## src/verilog/cpes_consts.vh

```
`ifndef CPES_CONSTS_VH
`define CPES_CONSTS_VH

// ==================================================================
// Register byte offsets
`define CPES_OFS_MAIN_CLK     8'h00
`define CPES_OFS_CLK_MASK     8'h08
`define CPES_OFS_PLL_A        8'h20
`define CPES_OFS_PLL_B        8'h24
`define CPES_OFS_SLOW_XTAL    8'h30
`define CPES_OFS_EN_SET       8'h40
`define CPES_OFS_EN_CLR       8'h44
`define CPES_OFS_EN_MASK      8'h48
`define CPES_OFS_FLAGS        8'h4C
`define CPES_OFS_ACK          8'h50
`define CPES_OFS_LIVE         8'h54
`define CPES_OFS_GCLK_FIRST   8'h60
`define CPES_OFS_RC_TRIM      8'hC0

// ==================================================================
// Event bit positions
`define CPES_BIT_PLL_A        0
`define CPES_BIT_PLL_B        1
`define CPES_BIT_SWITCH       5
`define CPES_BIT_GATING       6
`define CPES_BIT_XTAL_A       7
`define CPES_BIT_XTAL_B       8
`define CPES_BIT_SLOW         9
`define CPES_BIT_BROWNOUT     16
`define CPES_EVT_BITS         32'h000103E3

// ==================================================================
// Field positions and reset values
`define CPES_PLL_EN_BIT       0
`define CPES_PLL_CNT_HI       29
`define CPES_PLL_CNT_LO       24
`define CPES_PLL_RW_BITS      32'h3F0F3F3F
`define CPES_SLOW_ON_BIT      0
`define CPES_SLOW_RW_BITS     32'h00070701
`define CPES_SLOW_RESET       32'h00010000
`define CPES_MAIN_RW_BITS     32'hFFFFFFFF
`define CPES_MASK_RW_BITS     32'hFFFFFFFF
`define CPES_GCLK_RW_BITS     32'h0000FF17
`define CPES_GCLK_DIV_HI      15
`define CPES_GCLK_DIV_LO      8
`define CPES_GCLK_RATIO_APPLY_BIT   4
`define CPES_GCLK_RUN_BIT     2
`define CPES_GCLK_KIND_BIT    1
`define CPES_GCLK_INDEX_BIT   0
`define CPES_KEY_HI           31
`define CPES_KEY_LO           24
`define CPES_KEY_FIRST        8'h55
`define CPES_KEY_SECOND       8'hAA
`define CPES_FUSE_DONE_BIT    16
`define CPES_TRIM_HI          9
`define CPES_TRIM_LO          0
`define CPES_ZERO32           32'h00000000

`endif

```

## src/verilog/cpes_gclk_div.v

```verilog
`timescale 1ns/1ps
`include "cpes_consts.vh"

module cpes_gclk_div (
  // Clock and reset
  input  wire        i_clk,
  input  wire        i_arst_n,
  // Synchronised sources: osc a, osc b, pll a, pll b
  input  wire [3:0]  i_src,
  // Control word
  input  wire [31:0] i_ctrl,
  // Generic clock
  output wire        o_gclk
);

  reg  [7:0] cnt_reg;
  reg        out_reg;
  reg        prev_reg;
  wire [1:0] pick;
  wire       src_lvl;
  wire       rise;
  wire [7:0] ratio;

  // ================================================================
  // Source choice
  assign pick    = {i_ctrl[`CPES_GCLK_KIND_BIT], i_ctrl[`CPES_GCLK_INDEX_BIT]};
  assign src_lvl = i_src[pick];
  assign rise    = src_lvl & ~prev_reg;
  assign ratio   = i_ctrl[`CPES_GCLK_DIV_HI:`CPES_GCLK_DIV_LO];
  assign o_gclk  = out_reg;

  // ================================================================
  // Divider
  // A toggle every ratio+1 source rises gives a period of 2*(ratio+1).
  always @(posedge i_clk or negedge i_arst_n) begin
    if (!i_arst_n) begin
      cnt_reg  <= 8'h00;
      out_reg  <= 1'b0;
      prev_reg <= 1'b0;
    end else begin
      prev_reg <= src_lvl;
      if (!i_ctrl[`CPES_GCLK_RUN_BIT]) begin
        cnt_reg <= 8'h00;
        out_reg <= 1'b0;
      end else if (!i_ctrl[`CPES_GCLK_RATIO_APPLY_BIT]) begin
        cnt_reg <= 8'h00;
        out_reg <= src_lvl;
      end else if (rise) begin
        if (cnt_reg >= ratio) begin
          cnt_reg <= 8'h00;
          out_reg <= ~out_reg;
        end else begin
          cnt_reg <= cnt_reg + 8'h01;
        end
      end
    end
  end

endmodule

```

## src/verilog/cpes_top.v

```verilog
// Behaviour
// - Ones written to enable-set set matching mask bits; zeros leave them.
// - Ones written to enable-clear clear matching mask bits; zeros leave them.
// - Mask register reads enabled sources as one; resets to zero.
// - Ones written to acknowledge clear matching flag bits; zeros do nothing.
// - Brownout flag bit 16 sets on a rise of live brownout status.
// - Slow crystal flag bit 9 sets on a rise of its live ready.
// - Crystal b flag bit 8 sets on a rise of its live ready.
// - Crystal a flag bit 7 sets on a rise of its live ready.
// - Gating flag bit 6 sets when live gating-settled status rises.
// - Switch-done bit 5 reads zero after main clock write until effective.
// - Acknowledging bit 5 leaves the switch-done flag unchanged.
// - PLL b flag bit 1 sets on a rise of its live lock.
// - PLL a flag bit 0 sets on a rise of its live lock.
// - Live status shows brownout detector level directly; resets to zero.
// - Live oscillator ready reads zero while disabled or unstable, else one.
// - Live gating-settled drops on mask write, rises when gating matches.
// - Live PLL lock reads one only while locked and selectable.
// - One generic clock control register per output from 0x060 onward.
// - Divide off passes source; on divides by twice (ratio plus one).
// - Generic clock stops while run bit is zero, toggles when one.
// - Kind bit picks oscillator or PLL; index bit picks unit.
// - Slow crystal kept off while its enable is zero.
// - Fuse load sets fuse-done; while set, fuse loads keep the trim.
// - PLL lock rises only after programmed slow clock cycles since write.
`timescale 1ns/1ps
`include "cpes_consts.vh"

module cpes_top #(
  parameter NUM_GCLK      = 5,
  parameter SWITCH_CYCLES = 16,
  parameter MASK_CYCLES   = 8
) (
  // Clock and reset
  input  wire                I_CLK_SYS,
  input  wire                I_ARST_N,
  // Wishbone slave
  input  wire                I_WB_CYC,
  input  wire                I_WB_STB,
  input  wire                I_WB_WE,
  input  wire [7:0]          I_WB_ADR,
  input  wire [3:0]          I_WB_SEL,
  input  wire [31:0]         I_WB_DAT,
  output wire [31:0]         O_WB_DAT,
  output wire                O_WB_ACK,
  // Raw analog and oscillator status
  input  wire                I_BROWNOUT_RAW,
  input  wire                I_XTAL_A_RAW,
  input  wire                I_XTAL_B_RAW,
  input  wire                I_SLOW_XTAL_RAW,
  input  wire                I_PLL_A_RAW,
  input  wire                I_PLL_B_RAW,
  input  wire                I_SLOW_CLK,
  // Generic clock sources: osc a, osc b, pll a, pll b
  input  wire [3:0]          I_GCLK_SRC,
  // Fuse loader, same clock domain
  input  wire                I_FUSE_LOAD,
  input  wire [9:0]          I_FUSE_TRIM,
  // Controls and results
  output wire                O_SLOW_XTAL_ON,
  output wire [31:0]         O_MAIN_CLOCK_CHOICE,
  output wire [31:0]         O_CLOCK_MASK,
  output wire [9:0]          O_RC_TRIM,
  output wire [NUM_GCLK-1:0] O_GCLK,
  output wire                O_IRQ
);

  localparam NSYNC = 11;

  // ================================================================
  // Input synchronisers
  reg  [NSYNC-1:0] sync1_reg;
  reg  [NSYNC-1:0] sync2_reg;
  wire [NSYNC-1:0] raw_in;

  assign raw_in = {I_GCLK_SRC, I_SLOW_CLK, I_PLL_B_RAW, I_PLL_A_RAW,
                   I_SLOW_XTAL_RAW, I_XTAL_B_RAW, I_XTAL_A_RAW, I_BROWNOUT_RAW};

  always @(posedge I_CLK_SYS or negedge I_ARST_N) begin
    if (!I_ARST_N) begin
      sync1_reg <= {NSYNC{1'b0}};
      sync2_reg <= {NSYNC{1'b0}};
    end else begin
      sync1_reg <= raw_in;
      sync2_reg <= sync1_reg;
    end
  end

  wire       bod_s    = sync2_reg[0];
  wire       xa_s     = sync2_reg[1];
  wire       xb_s     = sync2_reg[2];
  wire       slow_s   = sync2_reg[3];
  wire [1:0] pll_s    = sync2_reg[5:4];
  wire       sclk_s   = sync2_reg[6];
  wire [3:0] src_s    = sync2_reg[10:7];

  // ================================================================
  // Wishbone decode
  // One wait state: ack rises the cycle after the request and writes
  // take effect on that same edge.
  reg         ack_reg;
  reg  [31:0] rdat_reg;
  wire        req   = I_WB_CYC & I_WB_STB & ~ack_reg;
  wire        wr    = req & I_WB_WE;
  wire [31:0] bmask = {{8{I_WB_SEL[3]}}, {8{I_WB_SEL[2]}},
                       {8{I_WB_SEL[1]}}, {8{I_WB_SEL[0]}}};
  wire [31:0] wdat  = I_WB_DAT & bmask;

  assign O_WB_ACK = ack_reg;
  assign O_WB_DAT = rdat_reg;

  wire wr_main  = wr & (I_WB_ADR == `CPES_OFS_MAIN_CLK);
  wire wr_cmask = wr & (I_WB_ADR == `CPES_OFS_CLK_MASK);
  wire wr_slow  = wr & (I_WB_ADR == `CPES_OFS_SLOW_XTAL);
  wire wr_set   = wr & (I_WB_ADR == `CPES_OFS_EN_SET);
  wire wr_clr   = wr & (I_WB_ADR == `CPES_OFS_EN_CLR);
  wire wr_ack   = wr & (I_WB_ADR == `CPES_OFS_ACK);
  wire wr_trim  = wr & (I_WB_ADR == `CPES_OFS_RC_TRIM);
  wire [1:0] wr_pll;
  assign wr_pll[0] = wr & (I_WB_ADR == `CPES_OFS_PLL_A);
  assign wr_pll[1] = wr & (I_WB_ADR == `CPES_OFS_PLL_B);

  // Merge a byte-lane write into a read/write register.
  function [31:0] merge;
    input [31:0] old;
    input [31:0] rw;
    begin
      merge = ((old & ~bmask) | wdat) & rw;
    end
  endfunction

  // ================================================================
  // Control registers
  reg [31:0] main_reg;
  reg [31:0] cmask_reg;
  reg [31:0] slow_reg;
  reg [31:0] pll_reg [0:1];
  reg [31:0] gclk_reg [0:NUM_GCLK-1];
  integer    g;

  always @(posedge I_CLK_SYS or negedge I_ARST_N) begin
    if (!I_ARST_N) begin
      main_reg   <= `CPES_ZERO32;
      cmask_reg  <= `CPES_ZERO32;
      slow_reg   <= `CPES_SLOW_RESET;
      pll_reg[0] <= `CPES_ZERO32;
      pll_reg[1] <= `CPES_ZERO32;
      for (g = 0; g < NUM_GCLK; g = g + 1) begin
        gclk_reg[g] <= `CPES_ZERO32;
      end
    end else begin
      if (wr_main) begin
        main_reg <= merge(main_reg, `CPES_MAIN_RW_BITS);
      end
      if (wr_cmask) begin
        cmask_reg <= merge(cmask_reg, `CPES_MASK_RW_BITS);
      end
      if (wr_slow) begin
        slow_reg <= merge(slow_reg, `CPES_SLOW_RW_BITS);
      end
      if (wr_pll[0]) begin
        pll_reg[0] <= merge(pll_reg[0], `CPES_PLL_RW_BITS);
      end
      if (wr_pll[1]) begin
        pll_reg[1] <= merge(pll_reg[1], `CPES_PLL_RW_BITS);
      end
      for (g = 0; g < NUM_GCLK; g = g + 1) begin
        if (wr && (I_WB_ADR == `CPES_OFS_GCLK_FIRST + g[5:0] * 8'h04)) begin
          gclk_reg[g] <= merge(gclk_reg[g], `CPES_GCLK_RW_BITS);
        end
      end
    end
  end

  assign O_MAIN_CLOCK_CHOICE = main_reg;
  assign O_CLOCK_MASK        = cmask_reg;
  assign O_SLOW_XTAL_ON      = slow_reg[`CPES_SLOW_ON_BIT];

  // ================================================================
  // Clock switch and gating settle timers
  // These stand in for the clock tree handshakes, so the settle time
  // is a fixed count rather than a measured event.
  reg [15:0] sw_cnt_reg;
  reg [15:0] gate_cnt_reg;
  reg        sw_done_reg;
  reg        gate_ok_reg;

  always @(posedge I_CLK_SYS or negedge I_ARST_N) begin
    if (!I_ARST_N) begin
      sw_cnt_reg   <= 16'h0000;
      gate_cnt_reg <= 16'h0000;
      sw_done_reg  <= 1'b0;
      gate_ok_reg  <= 1'b0;
    end else begin
      if (wr_main) begin
        sw_cnt_reg  <= 16'h0000;
        sw_done_reg <= 1'b0;
      end else if (!sw_done_reg) begin
        if (sw_cnt_reg >= SWITCH_CYCLES[15:0] - 16'h0001) begin
          sw_done_reg <= 1'b1;
        end else begin
          sw_cnt_reg <= sw_cnt_reg + 16'h0001;
        end
      end
      if (wr_cmask) begin
        gate_cnt_reg <= 16'h0000;
        gate_ok_reg  <= 1'b0;
      end else if (!gate_ok_reg) begin
        if (gate_cnt_reg >= MASK_CYCLES[15:0] - 16'h0001) begin
          gate_ok_reg <= 1'b1;
        end else begin
          gate_cnt_reg <= gate_cnt_reg + 16'h0001;
        end
      end
    end
  end

  // ================================================================
  // PLL lock wait, counted in slow clock rises
  reg        sclk_prev_reg;
  reg [5:0]  lock_cnt_reg [0:1];
  reg [1:0]  lock_wait_done_reg;
  wire       sclk_rise = sclk_s & ~sclk_prev_reg;
  wire [1:0] pll_live;
  integer    p;

  always @(posedge I_CLK_SYS or negedge I_ARST_N) begin
    if (!I_ARST_N) begin
      sclk_prev_reg      <= 1'b0;
      lock_cnt_reg[0]    <= 6'h00;
      lock_cnt_reg[1]    <= 6'h00;
      lock_wait_done_reg <= 2'b00;
    end else begin
      sclk_prev_reg <= sclk_s;
      for (p = 0; p < 2; p = p + 1) begin
        if (wr_pll[p] || !pll_reg[p][`CPES_PLL_EN_BIT]) begin
          lock_cnt_reg[p]       <= 6'h00;
          lock_wait_done_reg[p] <= 1'b0;
        end else if (sclk_rise && !lock_wait_done_reg[p]) begin
          if (lock_cnt_reg[p] >= pll_reg[p][`CPES_PLL_CNT_HI:`CPES_PLL_CNT_LO]) begin
            lock_wait_done_reg[p] <= 1'b1;
          end else begin
            lock_cnt_reg[p] <= lock_cnt_reg[p] + 6'h01;
          end
        end
      end
    end
  end

  assign pll_live[0] = pll_s[0] & pll_reg[0][`CPES_PLL_EN_BIT] & lock_wait_done_reg[0];
  assign pll_live[1] = pll_s[1] & pll_reg[1][`CPES_PLL_EN_BIT] & lock_wait_done_reg[1];

  // ================================================================
  // Live status and event flags
  reg  [31:0] live_reg;
  reg  [31:0] live_prev_reg;
  reg  [31:0] mask_reg;
  reg  [31:0] flag_reg;
  reg  [31:0] live_next;
  wire [31:0] rise = live_reg & ~live_prev_reg & `CPES_EVT_BITS;
  wire [31:0] ack_clr;
  wire [31:0] flags_view;

  always @* begin
    live_next = `CPES_ZERO32;
    live_next[`CPES_BIT_BROWNOUT] = bod_s;
    live_next[`CPES_BIT_SLOW]     = slow_s & O_SLOW_XTAL_ON;
    live_next[`CPES_BIT_XTAL_B]   = xb_s;
    live_next[`CPES_BIT_XTAL_A]   = xa_s;
    live_next[`CPES_BIT_GATING]   = gate_ok_reg & ~wr_cmask;
    live_next[`CPES_BIT_SWITCH]   = sw_done_reg & ~wr_main;
    live_next[`CPES_BIT_PLL_B]    = pll_live[1];
    live_next[`CPES_BIT_PLL_A]    = pll_live[0];
  end

  // The switch-done bit is never cleared by acknowledge; it mirrors live.
  assign ack_clr = wr_ack ? (wdat & `CPES_EVT_BITS) : `CPES_ZERO32;

  always @(posedge I_CLK_SYS or negedge I_ARST_N) begin
    if (!I_ARST_N) begin
      live_reg      <= `CPES_ZERO32;
      live_prev_reg <= `CPES_ZERO32;
      mask_reg      <= `CPES_ZERO32;
      flag_reg      <= `CPES_ZERO32;
    end else begin
      live_reg      <= live_next;
      live_prev_reg <= live_reg;
      // A set in the same write as a clear leaves the bit set.
      mask_reg <= (mask_reg & ~(wr_clr ? wdat : `CPES_ZERO32))
                  | ((wr_set ? wdat : `CPES_ZERO32) & `CPES_EVT_BITS);
      // An edge arriving with its acknowledge wins over the clear.
      flag_reg <= (flag_reg & ~ack_clr) | rise;
    end
  end

  assign flags_view = {flag_reg[31:`CPES_BIT_SWITCH+1],
                       live_reg[`CPES_BIT_SWITCH],
                       flag_reg[`CPES_BIT_SWITCH-1:0]};
  assign O_IRQ = |(flags_view & mask_reg);

  // ================================================================
  // RC oscillator trim with two-step key
  reg       key_armed_reg;
  reg       fuse_done_reg;
  reg [9:0] trim_reg;
  wire [7:0] key = I_WB_DAT[`CPES_KEY_HI:`CPES_KEY_LO];

  always @(posedge I_CLK_SYS or negedge I_ARST_N) begin
    if (!I_ARST_N) begin
      key_armed_reg <= 1'b0;
      fuse_done_reg <= 1'b0;
      trim_reg      <= 10'h000;
    end else begin
      if (wr_trim) begin
        key_armed_reg <= (key == `CPES_KEY_FIRST) && I_WB_SEL[3];
        if (key_armed_reg && key == `CPES_KEY_SECOND && I_WB_SEL[3]) begin
          if (I_WB_SEL[2]) begin
            fuse_done_reg <= I_WB_DAT[`CPES_FUSE_DONE_BIT];
          end
          trim_reg <= (trim_reg & ~bmask[9:0]) | wdat[9:0];
        end
      end else if (I_FUSE_LOAD && !fuse_done_reg) begin
        trim_reg      <= I_FUSE_TRIM;
        fuse_done_reg <= 1'b1;
      end
    end
  end

  assign O_RC_TRIM = trim_reg;

  // ================================================================
  // Read mux and ack
  reg [31:0] rd_mux;
  integer    r;

  always @* begin
    rd_mux = `CPES_ZERO32;
    case (I_WB_ADR)
      `CPES_OFS_MAIN_CLK:  rd_mux = main_reg;
      `CPES_OFS_CLK_MASK:  rd_mux = cmask_reg;
      `CPES_OFS_PLL_A:     rd_mux = pll_reg[0];
      `CPES_OFS_PLL_B:     rd_mux = pll_reg[1];
      `CPES_OFS_SLOW_XTAL: rd_mux = slow_reg;
      `CPES_OFS_EN_MASK:   rd_mux = mask_reg;
      `CPES_OFS_FLAGS:     rd_mux = flags_view;
      `CPES_OFS_LIVE:      rd_mux = live_reg;
      `CPES_OFS_RC_TRIM: begin
        rd_mux[`CPES_FUSE_DONE_BIT]       = fuse_done_reg;
        rd_mux[`CPES_TRIM_HI:`CPES_TRIM_LO] = trim_reg;
      end
      default: begin
        for (r = 0; r < NUM_GCLK; r = r + 1) begin
          if (I_WB_ADR == `CPES_OFS_GCLK_FIRST + r[5:0] * 8'h04) begin
            rd_mux = gclk_reg[r];
          end
        end
      end
    endcase
  end

  always @(posedge I_CLK_SYS or negedge I_ARST_N) begin
    if (!I_ARST_N) begin
      ack_reg  <= 1'b0;
      rdat_reg <= `CPES_ZERO32;
    end else begin
      ack_reg  <= req;
      rdat_reg <= (req && !I_WB_WE) ? rd_mux : `CPES_ZERO32;
    end
  end

  // ================================================================
  // Generic clock outputs
  genvar k;
  generate
    for (k = 0; k < NUM_GCLK; k = k + 1) begin : gen_gclk
      cpes_gclk_div u_div (
        .i_clk    (I_CLK_SYS),
        .i_arst_n (I_ARST_N),
        .i_src    (src_s),
        .i_ctrl   (gclk_reg[k]),
        .o_gclk   (O_GCLK[k])
      );
    end
  endgenerate

endmodule
```

## config.mk

```make
export PLATFORM = sky130hd
export DESIGN_NAME = cpes_top
export DESIGN_NICKNAME = d
export VERILOG_FILES = /design/src/verilog/cpes_gclk_div.v /design/src/verilog/cpes_top.v
export VERILOG_INCLUDE_DIRS = /design/src /design/src/verilog
export SDC_FILE = /design/constraint.sdc
export NUM_CORES = 1
export LEC_CHECK = 0
export BUFFER_PORTS_ARGS = -buffer_cell sky130_fd_sc_hd__buf_2
export CAP_MARGIN = 40
export CORE_UTILIZATION = 59
export DETAILED_ROUTE_END_ITERATION = 8
export GPL_TIMING_DRIVEN = 0
export PLACE_DENSITY = 0.79
export SLEW_MARGIN = 40
export SYNTH_ARGS = -nofsm -noshare
export SYNTH_HDL_FRONTEND = slang
export SYNTH_SLANG_ARGS = --single-unit
```

## constraint.sdc

```tcl
create_clock -name I_CLK_SYS -period 3.08 [get_ports I_CLK_SYS]
set_input_delay 0.462 -clock I_CLK_SYS [delete_from_list [all_inputs] [get_ports I_CLK_SYS]]
set_output_delay 0.462 -clock I_CLK_SYS [all_outputs]
set_load 0.1 [all_outputs]
```

Word level (Yosys, flattened, before mapping)
Cells that the tools add are included.
- input port bits: 71
- output and inout port bits: 114
- logic and storage cells: 312
- register bits: 421
- add/sub/neg operators: 9
- reductions and logical operators: 41
- $lt $le $gt $ge: 14
- eq/ne operators: 36
- bitwise operators: 73
- multiplexer cells: 94
- operator list (kind ; number):
    $and A32 B32 Y32 ; 6
    $mux W32 ; 6
    $mux W8 ; 20
    $pmux W15 S8 ; 1
    $mux W16 ; 7
    $eq A8 B7 Y1 const B ; 12
    $pmux W10 S9 ; 1
    $and A16 B16 Y16 ; 5
    $or A16 B16 Y16 ; 5
    $not A32 Y32 ; 2
    $or A32 B17 Y32 ; 2
    $or A32 B32 Y32 ; 2
    $and A30 B30 Y30 ; 2
    $or A30 B30 Y30 ; 2
    $pmux W6 S8 ; 1
    $mux W1 ; 41
    $add A8 B1 Y8 const B ; 5
    $ge A8 B8 Y1 ; 5
    $mux W6 ; 6
    $mux W17 ; 2
    $add A16 B1 Y16 const B ; 2
    $not A17 Y32 ; 1
    $reduce_or A32 Y1 ; 1
    $mux W10 ; 3
    30 further kinds ; 127

Longest topological paths before layout
- word-level depth: 8
- gate-level depth with buffers: 8
- depth with buffers taken out: 7

Modules after synthesis
Synthesis repeated with hierarchy kept, for this count alone.
- cells, all modules: 1620
- area total of the unflattened synthesis: 18585.3 um^2
- modules (own cells, without submodules) (module ; times used ; cells an instance ; area each (um^2)):
    cpes_top ; 1 ; 1180 ; 14756.7
    cpes_gclk_div ; 5 ; 88 ; 765.7

Worst setup path after synthesis
Ideal clock, no wire load.
- path type: register to register
- from: register ack_reg, in the netlist O_WB_ACK
- to: register with a tool-made name
- period minus slack after synthesis: 2.478 ns
- path slack: 0.602 ns
- arrival time: 2.352 ns
- buffers on the path: 1
- required time: 2.954 ns
- stages on the path, launching flop included: 7
- setup time: 0.126 ns
- cell sequence: dfrtp_1 > and4b_1 > clkbuf_1 > nand3_2 > and3b_1 > a21oi_4 > mux2_2
- RTL lines (what ; RTL line ; RTL):
    from (decl) ; cpes_top.v:101 ; reg ack_reg;
    from (signal assigned) ; cpes_top.v:366 ; ack_reg <= req;

==> impl_metrics.tcl <==
set metrics [dict create \
    ys_async_sr_fraction_pct 100 \
    ant_nets 0 \
    regArea_um2 9890 \
    fmax_mhz 374 \
    maxCapViolCount 0 \
    worstPathRequired_ns 3.49 \
    synth_flop_cell "dfrtp_1" \
    initial_utilization_pct 60.3 \
    die_h_um 180 \
    crit_fanout 10 \
    ys_ff_latch 395 \
    dp_hpwl_um 37000 \
    clkPwrFrac_pct 43.8 \
    clk_latency_ns 0.54 \
    hold_violations 0 \
    path_clk_slew_ns 0.06 \
    cts_max_path_buffers 3 \
    seqPwrFrac_pct 48.0 \
    leakage_nw 10.2 \
    crit_chain "and4b_1 -> clkbuf_1 -> and3_1 -> buf_2 -> nand2_1 -> mux2_2" \
    hold_depth 1 \
    rsz0062_at_grt "false" \
    vias 14600 \
    max_slew_margin_pct 42.2 \
    place_ws_ns 0.0450 \
    fin_skew_ns 0.0128 \
    switchingPower_w 0.00281 \
    grt_max_degree 79 \
    clock-root-buffer "clkbuf_16" \
    endpoint_kind "register" \
    stdcell_area_um2 21500 \
    rr_startpoint "O_WB_ACK$_DFF_PN0_" \
    wire_per_inst_um 22.8 \
    grt_pass1_vias 14700 \
    cts_sinks 395 \
    arrival_ns 3.09 \
    fillers 2228 \
    gp_congestion 0.968 \
    synth-edff-count 0 \
    setup_viol 0 \
    pwr-share-comb_pct 8.1 \
    first_pass_iters 9 \
    synth_top_area_share_pct 53.0 \
    cts_tree "yes" \
    min_period_ns 2.68 \
    multi_input_area_um2 8060 \
    via_per_inst 6.42 \
    outcome "finished with violations" \
    worst_slack_ns 0.403 \
    synth_cell_types 83 \
    grt_first_pass_wirelength_um 82300 \
    numCtsBuffers 41 \
    violations "design-rule violations" \
    grt_util_all_layers_pct 32.5 \
    synth_top_area_cell "dfrtp_1" \
    synth_commonest_cells "394 x dfrtp_1, 184 x mux2_2, 134 x nand2_1" \
    rows 64 \
    internal-power_w 0.00834 \
    wl_um 52000 \
    cts_resized 0 \
    synth_area_leaders "dfrtp_1 53%, mux2_2 11%, ha_1 4.1%" \
    fp.dieArea_um2 32200 \
    maxSlewViolCount 0 \
    syn_nets 1755 \
    nets 1980 \
    power.density_nw_per_um2 518 \
    hold_path_end "sync1_reg[6]$_DFF_PN0_" \
    drcViolationCount 14 \
    placed_cell_area_um2 20100 \
    antenna_found_initial 3 \
    port_buffers 176 \
    coreArea_um2 30800 \
    criticalPathCategory "register to register" \
    syn_avg_cell_area_um2 11.5 \
    gr-total-overflow 0 \
    syn2layout_area_growth_pct 15.7 \
    period_share_pct 86.9 \
    drt_iter0_markers 1604 \
    cts_max_level 2 \
    ff2ff_path_depth 6 \
    netlist_area_um2 18600 \
    ys_seq_area_share_pct 53.2 \
    die_w_um 180 \
    critPathSlowestCell "mux2_2" \
    startpoint_type "register" \
    netlist_instances 1623 \
    swShare_pct 25.2 \
    hold_buffers 1 \
    hp-class "input port to register" \
    pin_count 185 \
    max_stage_delay_ns 0.41 \
    worst_slew_pin_slew_ns 0.864 \
    r2r_setup_slack_ns 0.40 \
    drive_gt1_share_pct 26.8 \
    postCtsSetupBuffers 0 \
    peakVddDrop_uv 471 \
    min_from "I_SLOW_CLK" \
    ys_warn_count 0 \
    synth_most_common_cell "dfrtp_1" \
]
## final cells by class
cell class / instances / area share [%]
well taps: 396 / 2.30
plain buffers: 72 / 1.61
diodes: 2 / 0.0233
inverters: 92 / 1.61
clock buffers: 62 / 5.79
clock inverters: 12 / 0.442
multi-input cells: 1064 / 37.4
flip-flops and latches: 395 / 46.0
repair buffers: 182 / 4.83
## stage by stage
step                total power (W)  setup TNS [ns]  std cells  hold slack [ns]  util, %
finish                       0.0112               0       2277           0.0312     69.8
CTS                          0.0112               0       2275           0.0189     69.7
detailed placement          0.00635               0       2200            0.335     65.3
floorplan                   0.00597               0       1623            0.166        -
global placement            0.00631        -2339.03       2195            0.333     64.8
global route                 0.0115               0       2276           0.0188     69.8
## power by group through the flow
stage	logic (W)	clock network (W)	registers, W
after floorplan	0.000214	0	0.00576
after global placement	0.000862	0	0.00544
after detailed placement	0.000899	0	0.00545
after CTS	0.000904	0.00493	0.00535
after global routing	0.000959	0.00516	0.00536
final	0.000907	0.00489	0.00536
## routing by layer
metal | wire (µm) | global-route usage (%) | part of all wire [%]
met2 | 24600 | 52.4 | 47
met5 | 8 | 0 | 0.015
met1 | 20400 | 42.6 | 39
met4 | 2130 | 13.9 | 4.1
met3 | 4820 | 7.21 | 9.3
## logic make-up (layout without fill, tap and decap cells)
group                      count (synthesis)  after routing  synth area share (%)
and+or+nand+nor                          431            431                  12.5
DFF                                      395            395                  53.2
AOI/OAI and AO/OA                        347            347                  12.9
muxes                                    216            216                  13.2
buffers and inverters                    164            420                  3.71
adders and majority gates                 62             62                  4.16
xor gates and xnor gates                   8              8                 0.377
other                                      0              2                     0
## worst max path at each step
stage                     cells past startpoint                                        to                                     start
after floorplan                               6                                  register                        O_WB_ACK$_DFF_PN0_
after global placement                        1                                 async pin                                  I_ARST_N
after detailed placement                      7                     O_WB_DAT[2]$_DFF_PN0_                               I_WB_ADR[1]
after CTS                                     6  gen_gclk[0].u_div.cnt_reg[2]$_DFFE_PN0P_  gen_gclk[0].u_div.cnt_reg[2]$_DFFE_PN0P_
after global routing                          7  gen_gclk[2].u_div.cnt_reg[2]$_DFFE_PN0P_  gen_gclk[2].u_div.cnt_reg[0]$_DFFE_PN0P_
final                                         6                                  register                        O_WB_ACK$_DFF_PN0_
## critical path, delay by kind of cell (launching register included)
family	cells	cell delay, ns
flip-flops	1	0.40
buffers and inverters	2	0.74
multiplexers	1	0.41
AND/OR/NAND/NOR	3	1.01
## cells in the final DEF (no fill, tap or decap), types with 32 or more instances in the layout
master and instances:
dfrtp_1 394, buf_2 190, mux2_2 184, nand2_1 134, inv_1 92, o21ai_0 87, nor2_1 63, ha_1 61
a21oi_1 48, clkbuf_1 44, a22oi_1 41, clkbuf_16 41, nand3_1 33, and2_1 32
Power figures use the tool's default switching activity.
